[config.mk]
export PLATFORM = sky130hd
export DESIGN_NAME = fpwdm_top
export DESIGN_NICKNAME = d
export VERILOG_FILES = /design/src/core/fpwdm_top.v /design/src/core/fpwdm_drive_map.v
export VERILOG_INCLUDE_DIRS = /design/src /design/src/core
export SDC_FILE = /design/constraint.sdc
export NUM_CORES = 1
export LEC_CHECK = 0
export ABC_AREA = 1
export BUFFER_PORTS_ARGS = -buffer_cell sky130_fd_sc_hd__buf_2
export CELL_PAD_IN_SITES_DETAIL_PLACEMENT = 1
export CELL_PAD_IN_SITES_GLOBAL_PLACEMENT = 2
export CORE_UTILIZATION = 32
export CTS_BUF_LIST = sky130_fd_sc_hd__clkbuf_4 sky130_fd_sc_hd__clkbuf_8
export CTS_CLUSTER_DIAMETER = 50
export DETAILED_ROUTE_END_ITERATION = 12
export MAX_ROUTING_LAYER = met4
export PLACE_DENSITY_LB_ADDON = 0.1
export SYNTH_ARGS = -nofsm -noshare
export SYNTH_HDL_FRONTEND = slang
export SYNTH_SLANG_ARGS = --single-unit
[constraint.sdc]
create_clock -name clock -period 2.3 [get_ports clock]
set_input_delay 0.115 -clock clock [delete_from_list [all_inputs] [get_ports clock]]
set_output_delay 0.115 -clock clock [all_outputs]
set_load 0.01 [all_outputs]
[src/core/fpwdm_regs.vh]
// Constants for the floppy controller power, wake and drive-map block.
`ifndef FPWDM_REGS_VH
`define FPWDM_REGS_VH

// Digital output register reset value and fields.
`define FPWDM_DOR_RESET     8'h00
`define FPWDM_DOR_DSEL_LSB  0
`define FPWDM_DOR_DSEL_MSB  1
`define FPWDM_DOR_MOTOR_LSB 4
`define FPWDM_DOR_MOTOR_MSB 7

// Tape drive register reset value and fields.
`define FPWDM_TDR_RESET     8'h00
`define FPWDM_TDR_TAPE_LSB  0
`define FPWDM_TDR_TAPE_MSB  1
`define FPWDM_TDR_BOOT_LSB  2
`define FPWDM_TDR_BOOT_MSB  3

// Main status register values shown while the core is asleep.
`define FPWDM_MSR_READY     8'h80
`define FPWDM_MSR_BLOCKED   8'h00

// Boot drive map selections.
`define FPWDM_BOOT_STRAIGHT 2'h0
`define FPWDM_BOOT_SWAP01   2'h1
`define FPWDM_BOOT_SWAP02   2'h2

// Default timing counts in clock cycles.
`define FPWDM_WAKE_CYCLES   64
`define FPWDM_MIN_ON_CYCLES 2000
`define FPWDM_INIT_CYCLES   200

`endif

[src/core/fpwdm_top.v]
// Power-down, wake-up and boot drive mapping logic of the floppy controller.
//
// Summary of operation
// Any reset initializes registers, then after a delay raises an interrupt.
// In auto powerdown the main status register reads 80H.
// Powerdown and idle bits appear in status B or the input register by mode.
// Idle pin is high while idle; the idle mask drives it low.
// Waking from rate-register powerdown resets the device and drops status.
// In rate-register powerdown the transfer request flag stays set.
// Software or hardware reset ends rate-register powerdown.
// A status read in auto powerdown starts wake-up.
// While waking with no byte held the status reads 80H; one command byte is accepted.
// Without a command, wake, run the minimum on timer, then sleep again.
// A byte taken while waking is held, the request flag drops, then executes.
// A byte written without a status read also wakes and is held.
// Writing a motor enable active wakes with the request flag kept high.
// Software reads status and sees the request flag before each command.
// Software restarts the oscillator well before waking the part.
// The powerdown pin powers down the oscillator.
// Drive select bits decode one-hot; motor enables come from the register.
// Virtual selects and motors route to pins by the boot map bits.
// Boot map 00 maps drives 0, 1, 2 straight.
// Boot map 01 swaps drives 0 and 1.
// Boot map 10 swaps drives 0 and 2; 11 is reserved.
// With a non-default map, tape matching also uses virtual numbers.
// Reset clears the digital output register to 00H.
// Minimum on timer length is a parameter; boot map 11 acts as 00.
`timescale 1ns/1ps

`include "fpwdm_regs.vh"

module fpwdm_top #(
  parameter CNT_W         = 16,
  parameter WAKE_CYCLES   = `FPWDM_WAKE_CYCLES,
  parameter MIN_ON_CYCLES = `FPWDM_MIN_ON_CYCLES,
  parameter INIT_CYCLES   = `FPWDM_INIT_CYCLES
) (
  clock,
  sys_rst,
  soft_reset_req,
  msr_read_stb,
  fifo_write_stb,
  fifo_wdata,
  dor_write_stb,
  dor_wdata,
  tdr_write_stb,
  tdr_wdata,
  dsr_powerdown_req,
  auto_pd_en,
  core_idle,
  core_msr,
  enhanced_mode,
  idle_pin_mask,
  osc_powerdown_sw,
  powerdown_pin,
  main_status_reg,
  digital_output_reg,
  tape_drive_reg,
  cmd_valid,
  cmd_byte,
  core_init,
  int_req,
  part_awake,
  status_reg_b_pd_idle,
  dir_pd_idle,
  idle_pin,
  osc_powerdown,
  phys_drive_sel_pin,
  phys_motor_on_pin,
  tape_mode
);
  input  wire       clock;
  input  wire       sys_rst;
  input  wire       soft_reset_req;
  input  wire       msr_read_stb;
  input  wire       fifo_write_stb;
  input  wire [7:0] fifo_wdata;
  input  wire       dor_write_stb;
  input  wire [7:0] dor_wdata;
  input  wire       tdr_write_stb;
  input  wire [7:0] tdr_wdata;
  input  wire       dsr_powerdown_req;
  input  wire       auto_pd_en;
  input  wire       core_idle;
  input  wire [7:0] core_msr;
  input  wire       enhanced_mode;
  input  wire       idle_pin_mask;
  input  wire       osc_powerdown_sw;
  input  wire       powerdown_pin;
  output reg  [7:0] main_status_reg;
  output reg  [7:0] digital_output_reg;
  output reg  [7:0] tape_drive_reg;
  output reg        cmd_valid;
  output reg  [7:0] cmd_byte;
  output reg        core_init;
  output reg        int_req;
  output reg        part_awake;
  output reg  [1:0] status_reg_b_pd_idle;
  output reg  [1:0] dir_pd_idle;
  output reg        idle_pin;
  output reg        osc_powerdown;
  output reg  [3:0] phys_drive_sel_pin;
  output reg  [3:0] phys_motor_on_pin;
  output reg        tape_mode;

  // Power states of the part.
  localparam [2:0] ST_INIT    = 3'h0;
  localparam [2:0] ST_AWAKE   = 3'h1;
  localparam [2:0] ST_AUTO_PD = 3'h2;
  localparam [2:0] ST_WAKING  = 3'h3;
  localparam [2:0] ST_MIN_ON  = 3'h4;
  localparam [2:0] ST_DSR_PD  = 3'h5;

  localparam [CNT_W-1:0] WAKE_LOAD = WAKE_CYCLES[CNT_W-1:0];
  localparam [CNT_W-1:0] MIN_LOAD  = MIN_ON_CYCLES[CNT_W-1:0];
  localparam [CNT_W-1:0] INIT_LOAD = INIT_CYCLES[CNT_W-1:0];

  reg  [2:0]       state_r;
  reg  [2:0]       state_nxt;
  reg  [CNT_W-1:0] cnt_r;
  reg  [CNT_W-1:0] cnt_nxt;
  reg              held_r;
  reg              held_nxt;
  reg  [7:0]       hold_byte_r;
  reg  [7:0]       hold_byte_nxt;
  reg              deliver_nxt;
  reg  [7:0]       deliver_byte_nxt;
  reg              init_nxt;
  reg              int_nxt;
  reg  [7:0]       msr_nxt;
  reg              pd_s1_r;
  reg              pd_s2_r;
  reg              pd_s3_r;
  reg              pd_lvl_r;
  wire             motor_req;
  wire             motors_off;
  wire             sleeping;
  wire [3:0]       map_sel;
  wire [3:0]       map_motor;
  wire [1:0]       tape_sel;

  assign motor_req  = dor_write_stb &&
                      (dor_wdata[`FPWDM_DOR_MOTOR_MSB:`FPWDM_DOR_MOTOR_LSB] != 4'h0);
  assign motors_off =
    (digital_output_reg[`FPWDM_DOR_MOTOR_MSB:`FPWDM_DOR_MOTOR_LSB] == 4'h0);
  assign sleeping   = (state_r == ST_AUTO_PD) || (state_r == ST_DSR_PD);
  assign tape_sel   = tape_drive_reg[`FPWDM_TDR_TAPE_MSB:`FPWDM_TDR_TAPE_LSB];

  // Next power state, wake counter, held command byte and status value.
  always @* begin
    state_nxt        = state_r;
    cnt_nxt          = cnt_r;
    held_nxt         = held_r;
    hold_byte_nxt    = hold_byte_r;
    deliver_nxt      = 1'b0;
    deliver_byte_nxt = fifo_wdata;
    init_nxt         = 1'b0;
    int_nxt          = 1'b0;
    msr_nxt          = core_msr;
    case (state_r)
      ST_INIT: begin
        // Registers were initialized at entry; the interrupt follows the delay.
        msr_nxt = `FPWDM_MSR_BLOCKED;
        if (cnt_r == {CNT_W{1'b0}}) begin
          int_nxt   = 1'b1;
          state_nxt = ST_AWAKE;
        end else begin
          cnt_nxt = cnt_r - 1'b1;
        end
      end
      ST_AWAKE: begin
        if (fifo_write_stb) begin
          deliver_nxt = 1'b1;
        end
        if (dsr_powerdown_req) begin
          state_nxt = ST_DSR_PD;
          msr_nxt   = `FPWDM_MSR_READY;
        end else if (auto_pd_en && core_idle && motors_off && !fifo_write_stb) begin
          state_nxt = ST_AUTO_PD;
          msr_nxt   = `FPWDM_MSR_READY;
        end
      end
      ST_DSR_PD: begin
        // Only a reset leaves this state, and the request flag stays set.
        msr_nxt = `FPWDM_MSR_READY;
      end
      ST_AUTO_PD: begin
        msr_nxt = `FPWDM_MSR_READY;
        if (fifo_write_stb) begin
          // A byte without a prior status read still wakes the part.
          held_nxt      = 1'b1;
          hold_byte_nxt = fifo_wdata;
          msr_nxt       = `FPWDM_MSR_BLOCKED;
          state_nxt     = ST_WAKING;
          cnt_nxt       = WAKE_LOAD;
        end else if (msr_read_stb || motor_req) begin
          state_nxt = ST_WAKING;
          cnt_nxt   = WAKE_LOAD;
        end
      end
      ST_WAKING: begin
        msr_nxt = held_r ? `FPWDM_MSR_BLOCKED : `FPWDM_MSR_READY;
        if (fifo_write_stb && !held_r) begin
          held_nxt      = 1'b1;
          hold_byte_nxt = fifo_wdata;
          msr_nxt       = `FPWDM_MSR_BLOCKED;
        end
        if (cnt_r == {CNT_W{1'b0}}) begin
          if (held_r) begin
            // Fully awake: hand the remembered byte to the core.
            deliver_nxt      = 1'b1;
            deliver_byte_nxt = hold_byte_r;
            held_nxt         = 1'b0;
            state_nxt        = ST_AWAKE;
          end else if (fifo_write_stb) begin
            deliver_nxt = 1'b1;
            state_nxt   = ST_AWAKE;
          end else begin
            state_nxt = ST_MIN_ON;
            cnt_nxt   = MIN_LOAD;
          end
        end else begin
          cnt_nxt = cnt_r - 1'b1;
        end
      end
      ST_MIN_ON: begin
        if (fifo_write_stb || !core_idle || dsr_powerdown_req) begin
          deliver_nxt = fifo_write_stb;
          state_nxt   = dsr_powerdown_req ? ST_DSR_PD : ST_AWAKE;
        end else if (cnt_r == {CNT_W{1'b0}}) begin
          // Timer ran out with no command: sleep again if still allowed.
          if (auto_pd_en && motors_off) begin
            state_nxt = ST_AUTO_PD;
            msr_nxt   = `FPWDM_MSR_READY;
          end else begin
            state_nxt = ST_AWAKE;
          end
        end else begin
          cnt_nxt = cnt_r - 1'b1;
        end
      end
      default: begin
        state_nxt = ST_INIT;
        cnt_nxt   = INIT_LOAD;
      end
    endcase
    // A software reset restarts the part from any state, dropping status.
    if (soft_reset_req) begin
      state_nxt = ST_INIT;
      cnt_nxt   = INIT_LOAD;
      held_nxt  = 1'b0;
      init_nxt  = 1'b1;
      msr_nxt   = `FPWDM_MSR_BLOCKED;
    end
  end

  // Power state registers; a hardware reset also enters initialization.
  always @(posedge clock) begin
    if (sys_rst) begin
      state_r         <= ST_INIT;
      cnt_r           <= INIT_LOAD;
      held_r          <= 1'b0;
      hold_byte_r     <= 8'h00;
      main_status_reg <= `FPWDM_MSR_BLOCKED;
      cmd_valid       <= 1'b0;
      cmd_byte        <= 8'h00;
      core_init       <= 1'b1;
      int_req         <= 1'b0;
      part_awake      <= 1'b0;
    end else begin
      state_r         <= state_nxt;
      cnt_r           <= cnt_nxt;
      held_r          <= held_nxt;
      hold_byte_r     <= hold_byte_nxt;
      main_status_reg <= msr_nxt;
      cmd_valid       <= deliver_nxt;
      cmd_byte        <= deliver_nxt ? deliver_byte_nxt : cmd_byte;
      core_init       <= init_nxt;
      int_req         <= int_nxt;
      part_awake      <= (state_nxt != ST_AUTO_PD) && (state_nxt != ST_DSR_PD);
    end
  end

  // Output and tape registers; a soft reset clears them as well.
  always @(posedge clock) begin
    if (sys_rst || soft_reset_req) begin
      digital_output_reg <= `FPWDM_DOR_RESET;
      tape_drive_reg     <= `FPWDM_TDR_RESET;
    end else begin
      if (dor_write_stb && state_r != ST_DSR_PD) begin
        digital_output_reg <= dor_wdata;
      end
      if (tdr_write_stb && state_r != ST_DSR_PD) begin
        tape_drive_reg <= tdr_wdata;
      end
    end
  end

  // Powerdown pin passes three flops; a change counts once the last two agree.
  always @(posedge clock) begin
    if (sys_rst) begin
      pd_s1_r  <= 1'b0;
      pd_s2_r  <= 1'b0;
      pd_s3_r  <= 1'b0;
      pd_lvl_r <= 1'b0;
    end else begin
      pd_s1_r <= powerdown_pin;
      pd_s2_r <= pd_s1_r;
      pd_s3_r <= pd_s2_r;
      if (pd_s2_r == pd_s3_r) begin
        pd_lvl_r <= pd_s3_r;
      end
    end
  end

  // Oscillator stop, idle pin and the two status bit copies.
  always @(posedge clock) begin
    if (sys_rst) begin
      osc_powerdown        <= 1'b0;
      idle_pin             <= 1'b0;
      status_reg_b_pd_idle <= 2'h0;
      dir_pd_idle          <= 2'h0;
    end else begin
      osc_powerdown <= pd_lvl_r | osc_powerdown_sw;
      idle_pin      <= (sleeping || core_idle) && !idle_pin_mask;
      // Bit 1 is powerdown, bit 0 is idle; the unused copy reads zero.
      if (enhanced_mode) begin
        status_reg_b_pd_idle <= {sleeping, sleeping || core_idle};
        dir_pd_idle          <= 2'h0;
      end else begin
        status_reg_b_pd_idle <= 2'h0;
        dir_pd_idle          <= {sleeping, sleeping || core_idle};
      end
    end
  end

  // Virtual drive decode and boot remapping.
  fpwdm_drive_map u_map (
    .drive_select_field (digital_output_reg[`FPWDM_DOR_DSEL_MSB:`FPWDM_DOR_DSEL_LSB]),
    .virtual_motor_on   (digital_output_reg[`FPWDM_DOR_MOTOR_MSB:`FPWDM_DOR_MOTOR_LSB]),
    .boot_drive_map_sel (tape_drive_reg[`FPWDM_TDR_BOOT_MSB:`FPWDM_TDR_BOOT_LSB]),
    .phys_drive_sel     (map_sel),
    .phys_motor_on      (map_motor)
  );

  // Physical pins and tape match, registered so every output is a flop.
  always @(posedge clock) begin
    if (sys_rst) begin
      phys_drive_sel_pin <= 4'h0;
      phys_motor_on_pin  <= 4'h0;
      tape_mode          <= 1'b0;
    end else begin
      phys_drive_sel_pin <= map_sel;
      phys_motor_on_pin  <= map_motor;
      // Tape choice names a virtual drive, so it follows the remap.
      tape_mode <= (tape_sel != 2'h0) &&
                   (digital_output_reg[`FPWDM_DOR_DSEL_MSB:`FPWDM_DOR_DSEL_LSB]
                    == tape_sel);
    end
  end

endmodule // fpwdm_top

[src/core/fpwdm_drive_map.v]
// Drive select decode and boot drive remapping onto physical pins.
`timescale 1ns/1ps

`include "fpwdm_regs.vh"

module fpwdm_drive_map (
  drive_select_field,
  virtual_motor_on,
  boot_drive_map_sel,
  phys_drive_sel,
  phys_motor_on
);
  input  wire [1:0] drive_select_field;
  input  wire [3:0] virtual_motor_on;
  input  wire [1:0] boot_drive_map_sel;
  output wire [3:0] phys_drive_sel;
  output wire [3:0] phys_motor_on;

  wire [3:0] virtual_drive_sel;

  // The two select bits decode to one-hot virtual selects.
  assign virtual_drive_sel = 4'h1 << drive_select_field;

  // Each swap is its own inverse, so a physical pin reads the virtual
  // drive whose index is its own index passed through the same swap.
  // The pin index arrives as an integer, since a loop index cannot be part-selected.
  function [1:0] fpwdm_swap;
    input integer idx;
    input [1:0]   sel;
    begin
      fpwdm_swap = idx[1:0];
      case (sel)
        `FPWDM_BOOT_SWAP01: begin
          if (idx == 0) fpwdm_swap = 2'h1;
          if (idx == 1) fpwdm_swap = 2'h0;
        end
        `FPWDM_BOOT_SWAP02: begin
          if (idx == 0) fpwdm_swap = 2'h2;
          if (idx == 2) fpwdm_swap = 2'h0;
        end
        default: fpwdm_swap = idx[1:0]; // Straight and reserved.
      endcase
    end
  endfunction

  // Route every virtual select and motor enable to its physical pin.
  genvar p;
  generate
    for (p = 0; p < 4; p = p + 1) begin : g_pin
      assign phys_drive_sel[p] =
        virtual_drive_sel[fpwdm_swap(p, boot_drive_map_sel)];
      assign phys_motor_on[p] =
        virtual_motor_on[fpwdm_swap(p, boot_drive_map_sel)];
    end
  endgenerate

endmodule // fpwdm_drive_map

==> flow_summary.json, run 1 <==
{
  "r2r-start": "cnt_r[0]",
  "cts_tree": "yes",
  "grt_max_degree": 24,
  "cts_buffer_depth": 2,
  "yosysWarnings": 0,
  "yosys.area.top_type": "dfxtp_1",
  "diodes": 0,
  "whs_path_depth": 3,
  "grt_pass1_wl_um": 18510,
  "die_y_um": 109.9,
  "synth_seq_cells": 83,
  "netlist_instances": 532,
  "fin_skew_ps": 11.78,
  "ant_nets": 0,
  "syn_nets": 580,
  "hold_end": "tape_drive_reg[3]",
  "firstDrtPassIters": 4,
  "clock-sinks": 83,
  "vias": 3802,
  "setup_violations": 0,
  "synth_cell_types": 31,
  "power_density_nw_per_um2": 610.4,
  "fin_cells": 808,
  "max_freq_mhz": 515.6,
  "gp_congestion": 0.8434,
  "syn2layout_area_growth_pct": 30.61,
  "status": "complete, no violations",
  "maxSlewViolCount": 0,
  "port_buffers": 96,
  "coreArea_um2": 11370,
  "grt_setup_unrepaired": "false",
  "nets": 708,
  "layout_common_cells": "115 x nand2_1, 96 x buf_2, 89 x nor2_1",
  "arrival_ps": 2250,
  "relSlewSlack_pct": 57.43,
  "dieWidth_um": 109.9,
  "ioPinCount": 97,
  "die_area_um2": 12070,
  "drive_above_1_share_pct": 20.90,
  "rows": 39,
  "root_buffer": "clkbuf_8",
  "synth_top_area_share_pct": 44.62,
  "grt_pass1_vias": 3826,
  "worst_ep_required_time_ps": 2610,
  "drt_iter0_drc": 123,
  "top_register": "cnt_r",
  "min-delay-start": "tdr_wdata[3]",
  "post-route-cell-area_um2": 4863,
  "start_util_pct": 32.75,
  "synth.avg_cell_area_um2": 6.999,
  "finalCriticalPeriod_ps": 1940,
  "drc_errors": 0,
  "dpl.hpwl_um": 8191,
  "hold_viol": 0,
  "peakVddDrop_uv": 317.1,
  "wire_per_inst_um": 13.86,
  "routed_wl_um": 11200,
  "place_area_um2": 4370,
  "r2r_cells": 11,
  "tns_ps": 0,
  "worstHoldPathType": "input port to flip-flop",
  "largest_reg_flops": 16,
  "r2r-end": "cnt_r[5]",
  "p_leak_nw": 2.383,
  "final_common_cell": "nand2_1",
  "path_clk_slew_ps": 90,
  "final.period_utilization_pct": 84.33,
  "worstSetupStartpointType": "flip-flop",
  "yosys-top-cells-area": "dfxtp_1 45%, nand2_1 12%, nor2_1 9.0%, a21oi_1 5.6%, inv_1 5.6%",
  "cp-end-kind": "flip-flop",
  "r2r_setup_slack_ps": 360,
  "synthesis.area_um2": 3724,
  "gr-total-overflow": 0,
  "antenna_found_initial": 0,
  "worst_slew_pin_slew_ps": 637.8,
  "clkLatencyLatePin_ps": 380,
  "seq_area_frac_synth_pct": 44.62,
  "fillers": 1498,
  "cap_violations": 0,
  "crit_type": "flip-flop to flip-flop",
  "place_inst": 765,
  "cts_made_buffers": 9,
  "vias_per_cell": 4.705,
  "cts.htree.levels": 3,
  "grt_use_total_pct": 20.69,
  "crit_fanout": 16
}
## worst max-delay path by stage
stage / start / slack, ps / cells after the start / endpoint
floorplan: cnt_r[0] / 740 / 9 / cnt_r[3]
global placement: state_r[1] / 370 / 9 / cmd_byte[7]
detailed placement: state_r[1] / 350 / 10 / cmd_byte[0]
CTS: state_r[1] / 320 / 10 / cmd_byte[0]
global route: cnt_r[0] / 110 / 11 / cnt_r[5]
finish: cnt_r[0] / 360 / 11 / cnt_r[5]
## final cells by class
type,count,area (um^2),area share (%)
clock buffer,9,123.9,2.547
tap,143,178.9,3.679
multi-input combinational,374,1760,36.20
clock inverter,7,98.84,2.032
inverter,61,229.0,4.708
sequential,83,1662,34.17
timing repair buffer,131,810.8,16.67
## repair_timing
action | CTS | global route
endpoints found under the hold margin | 31 | 0
hold buffers | 27 | 0
resized for setup | 0 | 0
buffers inserted | 0 | 0
## power breakdown
group          total, mW  internal [mW]  switching (mW)
clock network       1.20          0.619           0.582
registers           1.49           1.47          0.0210
logic              0.278          0.124           0.154
total               2.97           2.21           0.758
## stage by stage
stage / util [%] / worst slack (ps) / total power [mW] / hold slack, ps
after floorplan: - / 742.4 / 1.657 / 191.8
after global placement: 38.44 / 367.2 / 1.763 / 280.9
after detailed placement: 38.44 / 352.3 / 1.766 / 284.0
after CTS: 42.78 / 324.1 / 3.007 / 11.00
after global routing: 42.78 / 113.5 / 3.111 / 38.96
final: 42.78 / 360.3 / 2.969 / 33.31
## metal layers
metal | global-route usage (%) | vias to the layer above | share of wire [%]
li1 | - | 1963 | -
met1 | 25.50 | 1751 | 48
met2 | 33.21 | 75 | 46
met3 | 3.853 | 13 | 3.6
met4 | 8.381 | 0 | 1.8
met5 | - | - | 0
## cells in the mapped netlist, drive strengths merged
| cell | number |
|---|---|
| a221oi | 1 |
| nand2 | 117 |
| xor2 | 4 |
| nor3 | 12 |
| xnor2 | 1 |
| a31oi | 1 |
| a2111oi | 1 |
| nand4 | 2 |
| clkbuf | 8 |
| dfxtp | 83 |
| a21oi | 43 |
| buf | 6 |
| nand3b | 2 |
| nor2 | 98 |
| inv | 61 |
| o21ai | 40 |
| o211ai | 7 |
| ha | 2 |
| nand3 | 41 |
| a211oi | 2 |
## cells by family after synthesis
| logic type | Yosys count | synth area share, % |
|---|---|---|
| buffers and inverters | 75 | 8.098 |
| AND/OR/NAND/NOR | 272 | 31.42 |
| flip-flops | 83 | 44.62 |
| XOR/XNOR | 5 | 1.176 |
| AO/OA/AOI/OAI | 95 | 14.01 |
| adder cells (fa/ha/maj) | 2 | 0.6719 |
## worst max-delay path: stages, from the launching register on
cell     delay, ps
dfxtp_1        330
inv_1          100
ha_1           210
nand2_1         70
nor2_1         170
nand2_2        140
o21ai_2        190
nor2_4         100
buf_4          210
a21oi_4        190
nand2_1         70
nor2_1          80
No activity file was read; power rests on OpenSTA's default activity.
==> run 2: changes to the inputs <==
--- a/config.mk
+++ b/config.mk
@@ -10,7 +10,7 @@
 export BUFFER_PORTS_ARGS = -buffer_cell sky130_fd_sc_hd__buf_2
 export CELL_PAD_IN_SITES_DETAIL_PLACEMENT = 1
 export CELL_PAD_IN_SITES_GLOBAL_PLACEMENT = 2
-export CORE_UTILIZATION = 32
+export CORE_UTILIZATION = 26
 export CTS_BUF_LIST = sky130_fd_sc_hd__clkbuf_4 sky130_fd_sc_hd__clkbuf_8
 export CTS_CLUSTER_DIAMETER = 50
 export DETAILED_ROUTE_END_ITERATION = 12
==> constraint.sdc (replaced) <==
create_clock -name clock -period 1.7 [get_ports clock]
set_input_delay 0.085 -clock clock [delete_from_list [all_inputs] [get_ports clock]]
set_output_delay 0.085 -clock clock [all_outputs]
set_load 0.01 [all_outputs]
==> run 2 against run 1 <==
Hold slack lost 7.5 ps. Routed wire length increased by 17%. Clock power increased by 27%. Via count grew 8.4%. Core utilization shrank 2.3 points. Critical path depth grew 1. Highest routed layer unchanged.
==> flow_summary.json, run 2 (synthesized netlist as in run 1, its figures left out) <==
{
  "status": "complete, no violations",
  "sw_frac_of_total_pct": 26.11,
  "grt_setup_unrepaired": "true",
  "arrival_ps": 1950,
  "crit_fanout": 7,
  "final_common_cell": "nand2_1",
  "crit_type": "flip-flop to flip-flop",
  "r2r_setup_slack_ps": 60,
  "largest_reg_flops": 16,
  "clock-sinks": 83,
  "hold_viol": 0,
  "r2r_cells": 12,
  "cap_violations": 0,
  "hold_end": "tape_drive_reg[2]",
  "utilization_pct": 40.50,
  "cts_buffer_depth": 2,
  "p_int_mw": 2.956,
  "place_area_um2": 4770,
  "antenna_found_initial": 1,
  "comb_power_share_pct": 11.8,
  "firstDrtPassIters": 4,
  "layout_common_cells": "108 x nand2_1, 96 x buf_2, 74 x nor2_1, 74 x dfxtp_1, 59 x buf_4",
  "dpl.hpwl_um": 9556,
  "drt_iter0_drc": 105,
  "whs_path_depth": 3,
  "r2r-start": "cnt_r[1]",
  "nets": 772,
  "worstHoldPathType": "input port to flip-flop",
  "p_seq_share_pct": 50.4,
  "drive_above_1_share_pct": 33.61,
  "maxSlewViolCount": 0,
  "worst_slew_pin_slew_ps": 446.7,
  "dieWidth_um": 121.7,
  "grt_pass1_wl_um": 21130,
  "finalCriticalPeriod_ps": 1638,
  "p_leak_nw": 2.725,
  "max_freq_mhz": 610.4,
  "die_area_um2": 14800,
  "routed_wl_um": 13090,
  "r2r-end": "cnt_r[14]",
  "grt_use_total_pct": 19.13,
  "cts.htree.levels": 3,
  "relSlewSlack_pct": 70.18,
  "drc_errors": 0,
  "coreArea_um2": 13930,
  "syn2layout_area_growth_pct": 51.55,
  "worstSetupStartpointType": "flip-flop",
  "fin_skew_ps": 9.470,
  "clkLatencyLatePin_ps": 380,
  "whs_ps": 25.81,
  "final.period_utilization_pct": 96.38,
  "rows": 43,
  "start_util_pct": 26.72,
  "ioPinCount": 97,
  "post-route-cell-area_um2": 5643,
  "power_density_nw_per_um2": 708.9,
  "pre_cts_ws_ps": -87.64,
  "setup_violations": 0,
  "grt_pass1_vias": 4264,
  "gr-total-overflow": 0,
  "path_clk_slew_ps": 90,
  "root_buffer": "clkbuf_8",
  "vias": 4120,
  "vias_per_cell": 4.527,
  "peakVddDrop_uv": 497.5,
  "power.switching_mw": 1.045,
  "port_buffers": 96,
  "ant_nets": 0,
  "power_frac_clock_pct": 37.9,
  "gp_congestion": 0.8446,
  "grt_max_degree": 24,
  "min-delay-start": "tdr_wdata[2]",
  "die_y_um": 121.7,
  "cp-end-kind": "flip-flop",
  "top_register": "cnt_r",
  "cts_made_buffers": 9,
  "setup_slack_ps": 61.62,
  "worst_ep_required_time_ps": 2020,
  "wire_per_inst_um": 14.39,
  "cts_tree": "yes"
}
==> run 2: cell count changes in the layout (fill, tap and decap cells not counted), sizes merged <==
cell         previous run  this run
dlygate4sd3            27        37
inv                    63        62
diode                   0         1
buf                   104       158
clkbuf                  9        11
bufinv                  2         1
==> run 2: final cells by class <==
cell class | instances | area, um^2
fillers | 1767 | 8292
multi-input cells | 374 | 1978
flip-flops and latches | 83 | 1673
repair buffers | 195 | 1328
inverters | 61 | 231.5
well taps | 180 | 225.2
clock buffers | 11 | 145.1
clock inverters | 5 | 60.06
diodes | 1 | 2.502
==> run 2: power groups by stage <==
| stage | Clock (mW) | Combinational [mW] | Sequential (mW) |
|---|---|---|---|
| final | 1.52 | 0.471 | 2.01 |
| after detailed placement | 0 | 0.373 | 2.06 |
| after global placement | 0 | 0.368 | 2.06 |
| after global routing | 1.66 | 0.523 | 2.02 |
| after CTS | 1.59 | 0.441 | 2.01 |
| after floorplan | 0 | 0.171 | 2.07 |
==> run 2: critical path: stages (launching register included) <==
cell and delay (ps):
dfxtp_2 350, inv_2 50, ha_4 170, nand2_4 70, nor2_4 40, nand4_1 120, nand2_2 80, nor2_4 270
buf_6 180, nand2_4 40, nand2_2 50, nand2_1 50, nor2_1 110
==> run 2: routing by layer <==
metal | track usage [%] | vias to the layer above | wire [um] | share of wire (%)
met1 | 23.68 | 1936 | 6182 | 47
met5 | - | - | 0 | 0
met2 | 30.43 | 75 | 6272 | 48
met4 | 5.787 | 0 | 172 | 1.3
li1 | - | 2093 | - | -
met3 | 4.916 | 16 | 466 | 3.6
==> run 2: what timing repair did <==
action	4_1_cts	5_1_grt
setup endpoints to repair	28	38
buffers inserted	1	5
pin swaps	4	15
cloned	1	0
hold buffers	37	0
resized for setup	16	56
endpoints found under the hold margin	40	0
==> run 2: worst max path at each step <==
stage / slack [ps] / cells after the start / end / start
6_report: 60 / 12 / cnt_r[14] / cnt_r[1]
5_1_grt: -50 / 12 / cnt_r[14] / state_r[1]
4_1_cts: 2 / 10 / cnt_r[2] / cnt_r[0]
3_5_place_dp: -90 / 9 / cmd_byte[3] / cnt_r[0]
3_3_place_gp: 10 / 11 / cnt_r[6] / cnt_r[0]
2_1_floorplan: 140 / 9 / cnt_r[3] / cnt_r[0]
==> run 2: through the flow <==
stage / std cells / total power [mW] / TNS, ps
after global placement: 849 / 2.423 / 0
after detailed placement: 849 / 2.429 / -1089
final: 910 / 4.001 / 0
after floorplan: 532 / 2.242 / 0
after CTS: 904 / 4.040 / 0
after global routing: 910 / 4.199 / -256.8
